### config.mk
export PLATFORM = sky130hd
export DESIGN_NAME = legacy_segment_address_map
export DESIGN_NICKNAME = d
export VERILOG_FILES = /design/src/seg_map_pkg.sv /design/src/legacy_segment_address_map.sv
export SDC_FILE = /design/constraint.sdc
export NUM_CORES = 2
export LEC_CHECK = 0
export BUFFER_PORTS_ARGS = -buffer_cell sky130_fd_sc_hd__buf_2
export CORE_MARGIN = 1
export CORE_UTILIZATION = 57
export DETAILED_ROUTE_END_ITERATION = 7
export GPL_TIMING_DRIVEN = 0
export PLACE_DENSITY_LB_ADDON = 0.12
export SLEW_MARGIN = 20
export SYNTH_ARGS = -nofsm -noshare
export SYNTH_HDL_FRONTEND = slang
export SYNTH_SLANG_ARGS = --single-unit
### constraint.sdc
create_clock -name pclk -period 3.7 [get_ports pclk]
set_input_delay 0.37 -clock pclk [delete_from_list [all_inputs] [get_ports pclk]]
set_output_delay 0.37 -clock pclk [all_outputs]
set_load 0.01 [all_outputs]
### src/seg_map_pkg.sv
`default_nettype none
package seg_map_pkg;
  localparam int unsigned DATA_W = 32;
  localparam int unsigned ADDR_W = 12;
  // Register byte offsets on the APB slave.
  localparam logic [11:0] OFF_CTRL       = 12'h000;
  localparam logic [11:0] OFF_STATUS     = 12'h004;
  localparam logic [11:0] OFF_SOP        = 12'h008;
  localparam logic [11:0] OFF_FETCH_LO   = 12'h00c;
  localparam logic [11:0] OFF_FETCH_HI   = 12'h010;
  localparam logic [11:0] OFF_DESC_LO    = 12'h014;
  localparam logic [11:0] OFF_DESC_HI    = 12'h018;
  localparam logic [11:0] OFF_SELLO_LO   = 12'h01c;
  localparam logic [11:0] OFF_SELLO_HI   = 12'h020;
  localparam logic [11:0] OFF_SELHI_LO   = 12'h024;
  localparam logic [11:0] OFF_SELHI_HI   = 12'h028;
  localparam logic [11:0] OFF_REF        = 12'h02c;
  localparam logic [11:0] OFF_EA         = 12'h030;
  localparam logic [11:0] OFF_RAW_LO     = 12'h034;
  localparam logic [11:0] OFF_RAW_HI     = 12'h038;
  localparam logic [11:0] OFF_DPL_CPL    = 12'h03c;
  localparam logic [11:0] OFF_GR_BASE    = 12'h100;
  // Control register bits (write-one pulses plus sticky mode).
  localparam int unsigned CTRL_ENTER     = 0;
  localparam int unsigned CTRL_EXIT      = 1;
  localparam int unsigned CTRL_FETCH     = 2;
  localparam int unsigned CTRL_MEMREF    = 3;
  localparam int unsigned CTRL_SEGLOAD   = 4;
  localparam int unsigned CTRL_WIDE_OPS  = 5;
  // Status register bits.
  localparam int unsigned ST_LEGACY      = 0;
  localparam int unsigned ST_GP_FAULT    = 1;
  localparam int unsigned ST_SS_FAULT    = 2;
  localparam int unsigned ST_OP32        = 3;
  // Descriptor field positions.
  localparam int unsigned D_BASE_LSB     = 0;
  localparam int unsigned D_LIM_LSB      = 32;
  localparam int unsigned D_TYPE_LSB     = 52;
  localparam int unsigned D_NONSYS       = 56;
  localparam int unsigned D_DPL_LSB      = 57;
  localparam int unsigned D_PRESENT      = 59;
  localparam int unsigned D_SW_SPARE     = 60;
  localparam int unsigned D_RSV_SPARE    = 61;
  localparam int unsigned D_SIZE         = 62;
  localparam int unsigned D_GRAN         = 63;
  localparam int unsigned TYPE_EXPDOWN   = 2;
  localparam logic [11:0] GRAN_FILL      = 12'hfff;
  localparam logic [63:0] RESET_64       = 64'h0;
endpackage
`default_nettype wire

### src/legacy_segment_address_map.sv
// The address map and the APB interface to the registers were left to the implementer.
`default_nettype none
module legacy_segment_address_map
  import seg_map_pkg::*;
#(
  parameter int unsigned NUM_GR = 8
) (
  // Clock and reset.
  input  wire logic                      pclk,
  input  wire logic                      presetn,
  // APB slave.
  input  wire logic                      psel,
  input  wire logic                      penable,
  input  wire logic                      pwrite,
  input  wire logic [seg_map_pkg::ADDR_W-1:0] paddr,
  input  wire logic [seg_map_pkg::DATA_W-1:0] pwdata,
  output logic [seg_map_pkg::DATA_W-1:0] prdata,
  output logic                           pready,
  output logic                           pslverr,
  // Fault events.
  output logic                           general_protection_fault,
  output logic                           stack_segment_fault,
  // Fetch pointer.
  output logic [63:0]                    linear_fetch_pointer
);
  import seg_map_pkg::*;

  logic [63:0] gr_ff [NUM_GR];
  logic [31:0] legacy_ff [NUM_GR];
  logic [63:0] code_descriptor_reg_ff;
  logic [63:0] selector_pack_low_ff;
  logic [63:0] selector_pack_high_ff;
  logic [63:0] raw_desc_ff;
  logic [31:0] segment_offset_pointer_ff;
  logic [31:0] ea_ff;
  logic [2:0]  ref_sel_ff;
  logic [3:0]  dpl_cpl_ff;
  logic        legacy_ff_mode;
  logic        gp_ff;
  logic        ss_ff;
  logic        wide_ops_ff;
  logic [31:0] prdata_ff;
  logic        pready_ff;
  logic        pslverr_ff;
  logic        gpo_ff;
  logic        sso_ff;
  logic [63:0] lfp_ff;

  logic        acc;
  logic        wr;
  logic        gr_hit;
  logic [2:0]  gr_idx;
  logic        ctl_enter;
  logic        ctl_exit;
  logic        ctl_fetch;
  logic        ctl_memref;
  logic        ctl_segload;
  logic [63:0] nxt_unscr;
  logic [31:0] code_limit;
  logic [31:0] data_limit;
  logic [31:0] ea_eff;
  logic        fetch_fault;
  logic        lim_fault;
  logic        priv_fault;
  logic [63:0] ref_desc;

  // Access phase of APB; one wait state, so pready comes one cycle after the access phase starts.
  assign acc    = psel & penable & ~pready_ff;
  assign wr     = acc & pwrite;
  assign gr_hit = (paddr >= OFF_GR_BASE) && (paddr < OFF_GR_BASE + 12'(NUM_GR * 8));
  assign gr_idx = 3'((paddr - OFF_GR_BASE) >> 3);
  assign ctl_enter   = wr && paddr == OFF_CTRL && pwdata[CTRL_ENTER];
  assign ctl_exit    = wr && paddr == OFF_CTRL && pwdata[CTRL_EXIT];
  assign ctl_fetch   = wr && paddr == OFF_CTRL && pwdata[CTRL_FETCH];
  assign ctl_memref  = wr && paddr == OFF_CTRL && pwdata[CTRL_MEMREF];
  assign ctl_segload = wr && paddr == OFF_CTRL && pwdata[CTRL_SEGLOAD];

  // Unscramble a memory-format descriptor into the register layout.
  always_comb begin
    nxt_unscr = {raw_desc_ff[55], raw_desc_ff[54], raw_desc_ff[53], raw_desc_ff[52],
                 raw_desc_ff[47], raw_desc_ff[46:45], raw_desc_ff[44], raw_desc_ff[43:40],
                 raw_desc_ff[51:48], raw_desc_ff[15:0],
                 raw_desc_ff[63:56], raw_desc_ff[39:16]};
  end

  // Limits scaled by granularity; native references never pass through here.
  always_comb begin
    code_limit = code_descriptor_reg_ff[D_GRAN]
               ? {code_descriptor_reg_ff[51:32], GRAN_FILL}
               : {12'h000, code_descriptor_reg_ff[51:32]};
    fetch_fault = segment_offset_pointer_ff > code_limit;
  end

  // Pick the segment used by a data reference: 0..3 data, 4 code, 5 stack.
  always_comb begin
    ref_desc = RESET_64;
    case (ref_sel_ff)
      3'h4:    ref_desc = code_descriptor_reg_ff;
      3'h5:    ref_desc = gr_ff[1];
      // Widen before adding so that slots 2 and 3 reach registers 4 and 5.
      default: ref_desc = gr_ff[3'(ref_sel_ff[1:0]) + 3'h2];
    endcase
  end

  // Data reference checks. Descriptor slots share the integer file for compactness.
  always_comb begin
    data_limit = ref_desc[D_GRAN] ? {ref_desc[51:32], GRAN_FILL}
                                  : {12'h000, ref_desc[51:32]};
    ea_eff = ref_desc[D_SIZE] ? ea_ff : {16'h0000, ea_ff[15:0]};
    if (ref_desc[D_NONSYS] && !ref_desc[D_TYPE_LSB + 3] && ref_desc[D_TYPE_LSB + TYPE_EXPDOWN])
      lim_fault = ea_eff <= data_limit;
    else
      lim_fault = ea_eff > data_limit;
    priv_fault = ref_desc[58:57] < dpl_cpl_ff[1:0];
    if (!ref_desc[D_NONSYS])
      priv_fault = 1'b1;
  end

  // Legacy mode and fault status; a new fault outranks a clear in the same cycle.
  always_ff @(posedge pclk or negedge presetn) begin
    if (!presetn) begin
      legacy_ff_mode <= 1'b0;
      gp_ff          <= 1'b0;
      ss_ff          <= 1'b0;
      wide_ops_ff    <= 1'b0;
    end else begin
      if (ctl_enter)
        legacy_ff_mode <= 1'b1;
      else if (ctl_exit)
        legacy_ff_mode <= 1'b0;
      if (wr && paddr == OFF_CTRL)
        wide_ops_ff <= pwdata[CTRL_WIDE_OPS];
      if (wr && paddr == OFF_STATUS) begin
        if (pwdata[ST_GP_FAULT])
          gp_ff <= 1'b0;
        if (pwdata[ST_SS_FAULT])
          ss_ff <= 1'b0;
      end
      if (ctl_fetch && legacy_ff_mode && fetch_fault)
        gp_ff <= 1'b1;
      if (ctl_memref && legacy_ff_mode) begin
        if (!ref_desc[D_PRESENT] && ref_sel_ff == 3'h5)
          ss_ff <= 1'b1;
        else if (!ref_desc[D_PRESENT] || lim_fault || priv_fault)
          gp_ff <= 1'b1;
      end
    end
  end

  // Fault pulses and fetch pointer outputs.
  always_ff @(posedge pclk or negedge presetn) begin
    if (!presetn) begin
      gpo_ff <= 1'b0;
      sso_ff <= 1'b0;
      lfp_ff <= RESET_64;
    end else begin
      gpo_ff <= (ctl_fetch && legacy_ff_mode && fetch_fault)
             || (ctl_memref && legacy_ff_mode && ref_desc[D_PRESENT]
                 && (lim_fault || priv_fault))
             || (ctl_memref && legacy_ff_mode && !ref_desc[D_PRESENT] && ref_sel_ff != 3'h5);
      sso_ff <= ctl_memref && legacy_ff_mode && !ref_desc[D_PRESENT] && ref_sel_ff == 3'h5;
      if (ctl_fetch && legacy_ff_mode)
        lfp_ff <= {32'h0000_0000, segment_offset_pointer_ff + code_descriptor_reg_ff[31:0]};
    end
  end

  // Descriptor, selector and pointer registers written by native code or a segment load.
  always_ff @(posedge pclk or negedge presetn) begin
    if (!presetn) begin
      code_descriptor_reg_ff    <= RESET_64;
      selector_pack_low_ff      <= RESET_64;
      selector_pack_high_ff     <= RESET_64;
      raw_desc_ff               <= RESET_64;
      segment_offset_pointer_ff <= 32'h0000_0000;
      ea_ff                     <= 32'h0000_0000;
      ref_sel_ff                <= 3'h0;
      dpl_cpl_ff                <= 4'h0;
    end else begin
      if (wr && paddr == OFF_DESC_LO)
        code_descriptor_reg_ff[31:0] <= pwdata;
      // both spare bits kept with wide ops
      if (wr && paddr == OFF_DESC_HI)
        code_descriptor_reg_ff[63:32] <= wide_ops_ff ? pwdata
                                       : {pwdata[31:30], 2'b00, pwdata[27:0]};
      if (ctl_segload)
        code_descriptor_reg_ff <= nxt_unscr;
      if (wr && paddr == OFF_SELLO_LO)
        selector_pack_low_ff[31:0] <= pwdata;
      if (wr && paddr == OFF_SELLO_HI)
        selector_pack_low_ff[63:32] <= pwdata;
      if (wr && paddr == OFF_SELHI_LO)
        selector_pack_high_ff[31:0] <= pwdata;
      if (wr && paddr == OFF_SELHI_HI)
        selector_pack_high_ff[63:32] <= pwdata;
      if (wr && paddr == OFF_RAW_LO)
        raw_desc_ff[31:0] <= pwdata;
      if (wr && paddr == OFF_RAW_HI)
        raw_desc_ff[63:32] <= pwdata;
      if (wr && paddr == OFF_SOP)
        segment_offset_pointer_ff <= pwdata;
      else if (ctl_fetch && legacy_ff_mode && !fetch_fault)
        segment_offset_pointer_ff <= segment_offset_pointer_ff + 32'h0000_0001;
      if (wr && paddr == OFF_EA)
        ea_ff <= pwdata;
      if (wr && paddr == OFF_REF)
        ref_sel_ff <= pwdata[2:0];
      if (wr && paddr == OFF_DPL_CPL)
        dpl_cpl_ff <= pwdata[3:0];
    end
  end

  // Integer register file: legacy view latches low halves on entry, exit sign-extends.
  // physical slot indexing
  for (genvar i = 0; i < NUM_GR; i++) begin : g_gr
    always_ff @(posedge pclk or negedge presetn) begin
      if (!presetn) begin
        gr_ff[i]     <= RESET_64;
        legacy_ff[i] <= 32'h0000_0000;
      end else begin
        if (ctl_enter)
          legacy_ff[i] <= gr_ff[i][31:0];
        if (ctl_exit)
          gr_ff[i] <= {{32{legacy_ff[i][31]}}, legacy_ff[i]};
        else if (wr && gr_hit && gr_idx == 3'(i)) begin
          if (!paddr[2])
            gr_ff[i][31:0] <= pwdata;
          else
            gr_ff[i][63:32] <= pwdata;
        end
        if (legacy_ff_mode && wr && gr_hit && gr_idx == 3'(i) && !paddr[2])
          legacy_ff[i] <= pwdata;
      end
    end
  end

  // APB answer: one access cycle; unmapped reads, and writes above OFF_DPL_CPL outside the integer file, return error and zero.
  always_ff @(posedge pclk or negedge presetn) begin
    if (!presetn) begin
      prdata_ff  <= 32'h0000_0000;
      pready_ff  <= 1'b0;
      pslverr_ff <= 1'b0;
    end else begin
      pready_ff  <= acc;
      pslverr_ff <= 1'b0;
      prdata_ff  <= 32'h0000_0000;
      if (acc && !pwrite) begin
        case (paddr)
          OFF_CTRL:     prdata_ff <= {26'h0, wide_ops_ff, 5'h0};
          OFF_STATUS:   prdata_ff <= {28'h0, code_descriptor_reg_ff[D_SIZE], ss_ff, gp_ff,
                                      legacy_ff_mode};
          OFF_SOP:      prdata_ff <= segment_offset_pointer_ff;
          OFF_FETCH_LO: prdata_ff <= lfp_ff[31:0];
          OFF_FETCH_HI: prdata_ff <= lfp_ff[63:32];
          OFF_DESC_LO:  prdata_ff <= code_descriptor_reg_ff[31:0];
          OFF_DESC_HI:  prdata_ff <= code_descriptor_reg_ff[63:32];
          OFF_SELLO_LO: prdata_ff <= selector_pack_low_ff[31:0];
          OFF_SELLO_HI: prdata_ff <= selector_pack_low_ff[63:32];
          OFF_SELHI_LO: prdata_ff <= selector_pack_high_ff[31:0];
          OFF_SELHI_HI: prdata_ff <= selector_pack_high_ff[63:32];
          OFF_REF:      prdata_ff <= {29'h0, ref_sel_ff};
          OFF_EA:       prdata_ff <= ea_ff;
          OFF_RAW_LO:   prdata_ff <= raw_desc_ff[31:0];
          OFF_RAW_HI:   prdata_ff <= raw_desc_ff[63:32];
          OFF_DPL_CPL:  prdata_ff <= {28'h0, dpl_cpl_ff};
          default: begin
            if (gr_hit)
              prdata_ff <= paddr[2] ? gr_ff[gr_idx][63:32] : gr_ff[gr_idx][31:0];
            else
              pslverr_ff <= 1'b1;
          end
        endcase
      end else if (acc && !gr_hit && paddr > OFF_DPL_CPL) begin
        pslverr_ff <= 1'b1;
      end
    end
  end

  assign prdata                   = prdata_ff;
  assign pready                   = pready_ff;
  assign pslverr                  = pslverr_ff;
  assign general_protection_fault = gpo_ff;
  assign stack_segment_fault      = sso_ff;
  assign linear_fetch_pointer     = lfp_ff;
endmodule
`default_nettype wire

[Word-level counts from Yosys, hierarchy flattened]
Index checks and enable logic that the tools add are counted.
W data, S select, Z words.
Storage, ports and cells
  flip-flop bits (word level): 1167
  latch bits: 0
  memory bits (writable): 0
  memory bits (read-only): 0
  input port bits: 49
  logic and storage cells: 276
  memories: 0
Cells by class
  $add $sub $neg: 4
  multipliers: 0
  divide/modulo/power cells: 0
  magnitude comparators: 9
  eq/ne operators: 26
  shifts and indexed selects: 0
  muxes and demuxes: 72
  bitwise gates (word level): 6
  reduce and logical (&&, ||, !) cells: 113
Operators by type and width (count)
  $mux W64: 21
  $mux W32: 28
  $pmux W32 S16: 1
  $bmux W64 S3: 2
  $pmux W64 S2: 1
  $eq A12 B6 Y1 const B: 8
  $gt A32 B32 Y1: 2
  $logic_and A1 B1 Y1: 62
  $eq A12 B5 Y1 const B: 4
  $reduce_bool A2 Y1: 21
  $add A32 B1 Y32 const B: 1
  $add A32 B32 Y32: 1
  $le A32 B32 Y1: 1
  $reduce_and A2 Y1: 16
  $mux W30: 1
  $eq A12 B4 Y1 const B: 2
  $eq A3 B3 Y1 const B: 6
  $mux W1: 18
  $reduce_or A16 Y1: 1
  $eq A12 B3 Y1 const B: 1
  $ge A12 B9 Y1 const B: 1
  $gt A12 B6 Y1 const B: 1
  $logic_not A12 Y1: 1
  $lt A12 B9 Y1 const B: 1
  other kinds (14): 28

[Logic depth before layout (Yosys ltp)]
  depth in word-level cells: 15
  depth in mapped cells: 18
  mapped depth without buffers: 14

[Worst setup path before layout]
Ideal clock, no wire load.
  kind: flip-flop to flip-flop
  start: register ref_sel_ff[0]
  end: register gp_ff
  library setup time: 0.087 ns
  arrival time: 3.781 ns
  required time: 3.613 ns
  setup slack: -0.167 ns
  cell stages (with the launch flop): 17
  buffers on the path: 4
  cell sequence: dfrtp_1 -> buf_2 -> clkbuf_1 -> buf_2 -> mux2i_1 -> a21oi_1 -> clkbuf_1 -> mux2i_1 -> ha_1 -> a21o_1 -> a21o_1 -> a21oi_1 -> nand2_1 -> a211oi_1 -> a2bb2oi_1 -> mux2_2 -> o211ai_1
Between the ends
  cells in the longest elaborated chain, start to end: 15
  elaborated cells on any way between the ends: 25
  those cells by class: add/sub: 1; order compare: 3; eq/ne: 2; mux: 11; bitwise: 1; reduce/logical: 7
Ends and longest elaborated chain
  from (decl): RTL line legacy_segment_address_map.sv:36  | logic [2:0] ref_sel_ff;
  from (signal assigned): RTL line legacy_segment_address_map.sv:206  | ref_sel_ff <= pwdata[2:0];
  branches (longest 13 deep; another with $gt A32 B32 Y1)
  $mux W1 (*): RTL line legacy_segment_address_map.sv:142  | if (!ref_desc[D_PRESENT] && ref_sel_ff == 3'h5)
  $mux W1 (*): RTL line legacy_segment_address_map.sv:141  | if (ctl_memref && legacy_ff_mode) begin
  to (signal assigned): RTL line legacy_segment_address_map.sv:135  | gp_ff <= 1'b0;
  to (signal assigned): RTL line legacy_segment_address_map.sv:140  | gp_ff <= 1'b1;
  to (signal assigned): RTL line legacy_segment_address_map.sv:145  | gp_ff <= 1'b1;
  to (decl): RTL line legacy_segment_address_map.sv:39  | logic gp_ff;
Mark *: on every way between the ends. The select of a mux whose other input is x is not followed.
A chain may end at the register's enable or synchronous reset.

[Worst setup path after layout]
Same ends and word-level chain as after synthesis.

==> flow_metrics.env <==
export IMPL_synth_edff_count=0
export IMPL_cp_start_kind="register"
export IMPL_setup_ws_ns=-0.189
export IMPL_fin_crit_sh=1.05
export IMPL_final_cells=7497
export IMPL_core_area_mm2=0.101
export IMPL_drc=0
export IMPL_syn_to_final_growth_pct=13.9
export IMPL_vias=50300
export IMPL_slew_viol_final=0
export IMPL_setup_viol=30
export IMPL_start_util=0.578
export IMPL_status="finished with violations"
export IMPL_clk_pin_slew_ns=0.06
export IMPL_synth_top_area_frac=0.501
export IMPL_htreeDepth=4
export IMPL_grt_pass1_wl_um=338000
export IMPL_synth_area_leaders="dfrtp_1 (50%), a31oi_1 (7.2%), mux4_2 (7.1%), nand2_1 (5.8%), nor2_1 (5.1%)"
export IMPL_finalInstanceArea_mm2=0.0663
export IMPL_totalWireLength_um=234000
export IMPL_postSynthAreaPerCell_um2=10.1
export IMPL_worstSetupPathType="register to register"
export IMPL_yosysSeqAreaShare=0.501
export IMPL_synth_compound_area_share=0.146
export IMPL_ff2ff_path_depth=17
export IMPL_grt_pass1_vias=49400
export IMPL_clock_latency_ns=0.77
export IMPL_yosysTopAreaCell="dfrtp_1"
export IMPL_syn_cell_area_mm2=0.0583
export IMPL_synth_top_family_by_area="multiplexers"
export IMPL_relSlewSlack=0.168
export IMPL_cp_max_fo=10
export IMPL_die_height_um=322
export IMPL_power_w=0.0276
export IMPL_nNetsFinal=6183
export IMPL_cts_tree="done"
export IMPL_holdPathStages=5
export IMPL_synthTopCellsByCount="dfrtp_1 (1167), nand2_1 (896), nor2_1 (784)"
export IMPL_synthFlopType="dfrtp_1"
export IMPL_fin_util=0.659
export IMPL_arrival_ns=4.55
export IMPL_drive_gt1_frac=0.175
export IMPL_dieArea_mm2=0.103
export IMPL_synth_warnings=0
export IMPL_drtPass1Iterations=7
export IMPL_gr_usage_all_layers=0.456
export IMPL_cts_made_buffers=130
export IMPL_antenna_left=0
export IMPL_power_leakage_nw=29.8
export IMPL_clock_sinks=1167
export IMPL_hp_start="paddr[9]"
export IMPL_maxCapViolCount=0
export IMPL_hpwlAfterDp_um=182000
export IMPL_power_density_mw_per_mm2=416
export IMPL_worst_slew_pin_slew_ns=1.25
export IMPL_violations="setup timing"
export IMPL_skew_ns=0.0272
export IMPL_whs_ns=0.0457
export IMPL_dieWidth_um=322
export IMPL_pin_count=149
export IMPL_antenna_found_initial=11
export IMPL_grt_start_max_net_pins=143
export IMPL_synth_cells=5743
export IMPL_dp_cells=7227
export IMPL_gr_total_overflow=0
export IMPL_rows=116
export IMPL_wl_per_cell_um=31.2
export IMPL_cts_root_to_sink_buffers=3
export IMPL_synthArstFlopShare=1.00
export IMPL_synth_area_mux_share=0.150
export IMPL_r2r_start="ref_sel_ff[0]$_DFFE_PN0P_"
export IMPL_synth_seq_cells=1167
export IMPL_min_period_ns=3.89
export IMPL_cts_root_buf="clkbuf_16"
export IMPL_synthSimpleGateAreaFrac=0.133
export IMPL_vias_per_cell=6.71
export IMPL_whs_endpoint="pslverr$_DFF_PN0_"
export IMPL_synth_most_common_cell="dfrtp_1"
export IMPL_max_freq_mhz=257
export IMPL_synth_adder_area_share=0.0212
export IMPL_synth_xor_area_frac=0.00556
export IMPL_regToRegSetupSlack_ns=-0.19
export IMPL_worstReg2RegEnd="gp_ff$_DFF_PN0_"
export IMPL_drt_iter0_drc=6916
export IMPL_crit_required_ns=4.37
export IMPL_finalHoldViolations=0
export IMPL_place_area_mm2=0.0608
export IMPL_vdd_drop_max_mv=0.610
export IMPL_crit_path_end_kind="register"
export IMPL_place_gp_congestion=1.06
export IMPL_hp_class="input pin to register"
export IMPL_synth_cell_type_count=77
export IMPL_port_buffers=87
export IMPL_rsz0062_at_grt="true"
-- per-stage QoR --
stage | worst slack [ns] | TNS [ns]
6_report | -0.189 | -2.09
3_5_place_dp | -2.19 | -378.26
5_1_grt | -0.174 | -0.433
4_1_cts | -0.0342 | -0.0638
2_1_floorplan | 0.0386 | 0
3_3_place_gp | -23.61 | -
-- critical path, cell delays in order, from the launching register on --
cell       delay, ns
dfrtp_1         0.37
buf_6           0.14
clkbuf_16       0.15
buf_12          0.15
buf_12          0.15
buf_12          0.16
mux2i_1         0.18
a21oi_2         0.29
nand2_2         0.18
ha_1            0.32
nand4_1         0.14
or2_4           0.31
nor2_4          0.17
nand3_2         0.13
nand3_2         0.13
a2bb2oi_4       0.25
mux2_4          0.35
o211ai_1        0.18
-- layout by cell type, fill, tap and decap left out, types with 108 or more instances in the layout --
master	instances
nand2_1	889
dfrtp_1	1163
clkbuf_16	135
buf_2	201
mux4_2	184
o21ai_0	213
a31oi_1	667
nor2_1	770
mux2_2	224
a21oi_1	108
mux2i_1	194
clkbuf_1	324
-- cell type report --
cell class                      count  area [µm²]
Clock inverter                     36         480
Sequential cell                  1167       29200
Inverter                           35         131
Multi-Input combinational cell   4014       27200
Timing Repair Buffer              132        1060
Antenna cell                        4        10.0
Tap cell                         1357        1700
Clock buffer                      196        3930
Fill cell                        8078       34400
Buffer                            556        2640
-- per-layer routing --
metal | share of wire | global-route usage | routed length (µm) | vias to the layer above
met5 | 0.00015 | 0 | 35 | -
li1 | - | - | - | 21400
met1 | 0.36 | 0.553 | 84100 | 25100
met4 | 0.095 | 0.363 | 22200 | 6
met2 | 0.45 | 0.704 | 105000 | 3004
met3 | 0.096 | 0.103 | 22400 | 848
-- repair_timing --
item,in CTS,in global routing
setup endpoints to repair,436,283
cloned,2,0
buffers inserted,21,9
resized for setup,169,82
pin swaps,24,12
endpoints found under the hold margin,97,0
hold buffers,3,0
-- where the power goes --
group | switching [W] | internal [W] | leakage (nW) | total, W
combinational | 0.000939 | 0.000261 | 11.5 | 0.00120
sequential | 0.0000446 | 0.0128 | 16.2 | 0.0129
clock | 0.00561 | 0.00792 | 2.17 | 0.0135
total | 0.00659 | 0.0210 | 29.8 | 0.0276
-- registers in the layout (all words and copies together), names as in the netlist --
signal and count:
raw_desc_ff 64, code_descriptor_reg_ff 64, linear_fetch_pointer 32, ref_sel_ff 3, stack_segment_fault 1, legacy_ff 256
pslverr 1, selector_pack_low_ff 64, prdata 32, ea_ff 32, pready 1, wide_ops_ff 1
selector_pack_high_ff 64, dpl_cpl_ff 4, segment_offset_pointer_ff 32, gp_ff 1, general_protection_fault 1, ss_ff 1
gr_ff 512, legacy_ff_mode 1
-- logic make-up (layout without fill, tap and decap cells) --
logic type | after synthesis | after routing
AND/OR/NAND/NOR | 1919 | 1919
AO/OA/AOI/OAI | 1316 | 1316
flip-flops | 1167 | 1167
multiplexers | 612 | 612
buffers and inverters | 593 | 955
adder cells (fa/ha/maj) | 98 | 98
XOR/XNOR | 37 | 37
other | 1 | 36
-- worst max-delay path by stage --
stage / endpoint / slack (ns) / cells after the start / from
2_1_floorplan: gp_ff$_DFF_PN0_ / 0.04 / 17 / ref_sel_ff[0]$_DFFE_PN0P_
3_3_place_gp: gr_ff[72]$_DFFE_PN0P_ / -23.61 / 1 / presetn
3_5_place_dp: general_protection_fault$_DFF_PN0_ / -2.19 / 16 / ref_sel_ff[0]$_DFFE_PN0P_
4_1_cts: general_protection_fault$_DFF_PN0_ / -0.03 / 17 / ref_sel_ff[0]$_DFFE_PN0P_
5_1_grt: gp_ff$_DFF_PN0_ / -0.17 / 17 / ref_sel_ff[0]$_DFFE_PN0P_
6_report: gp_ff$_DFF_PN0_ / -0.19 / 17 / ref_sel_ff[0]$_DFFE_PN0P_
(Power assumes the default switching activity.)
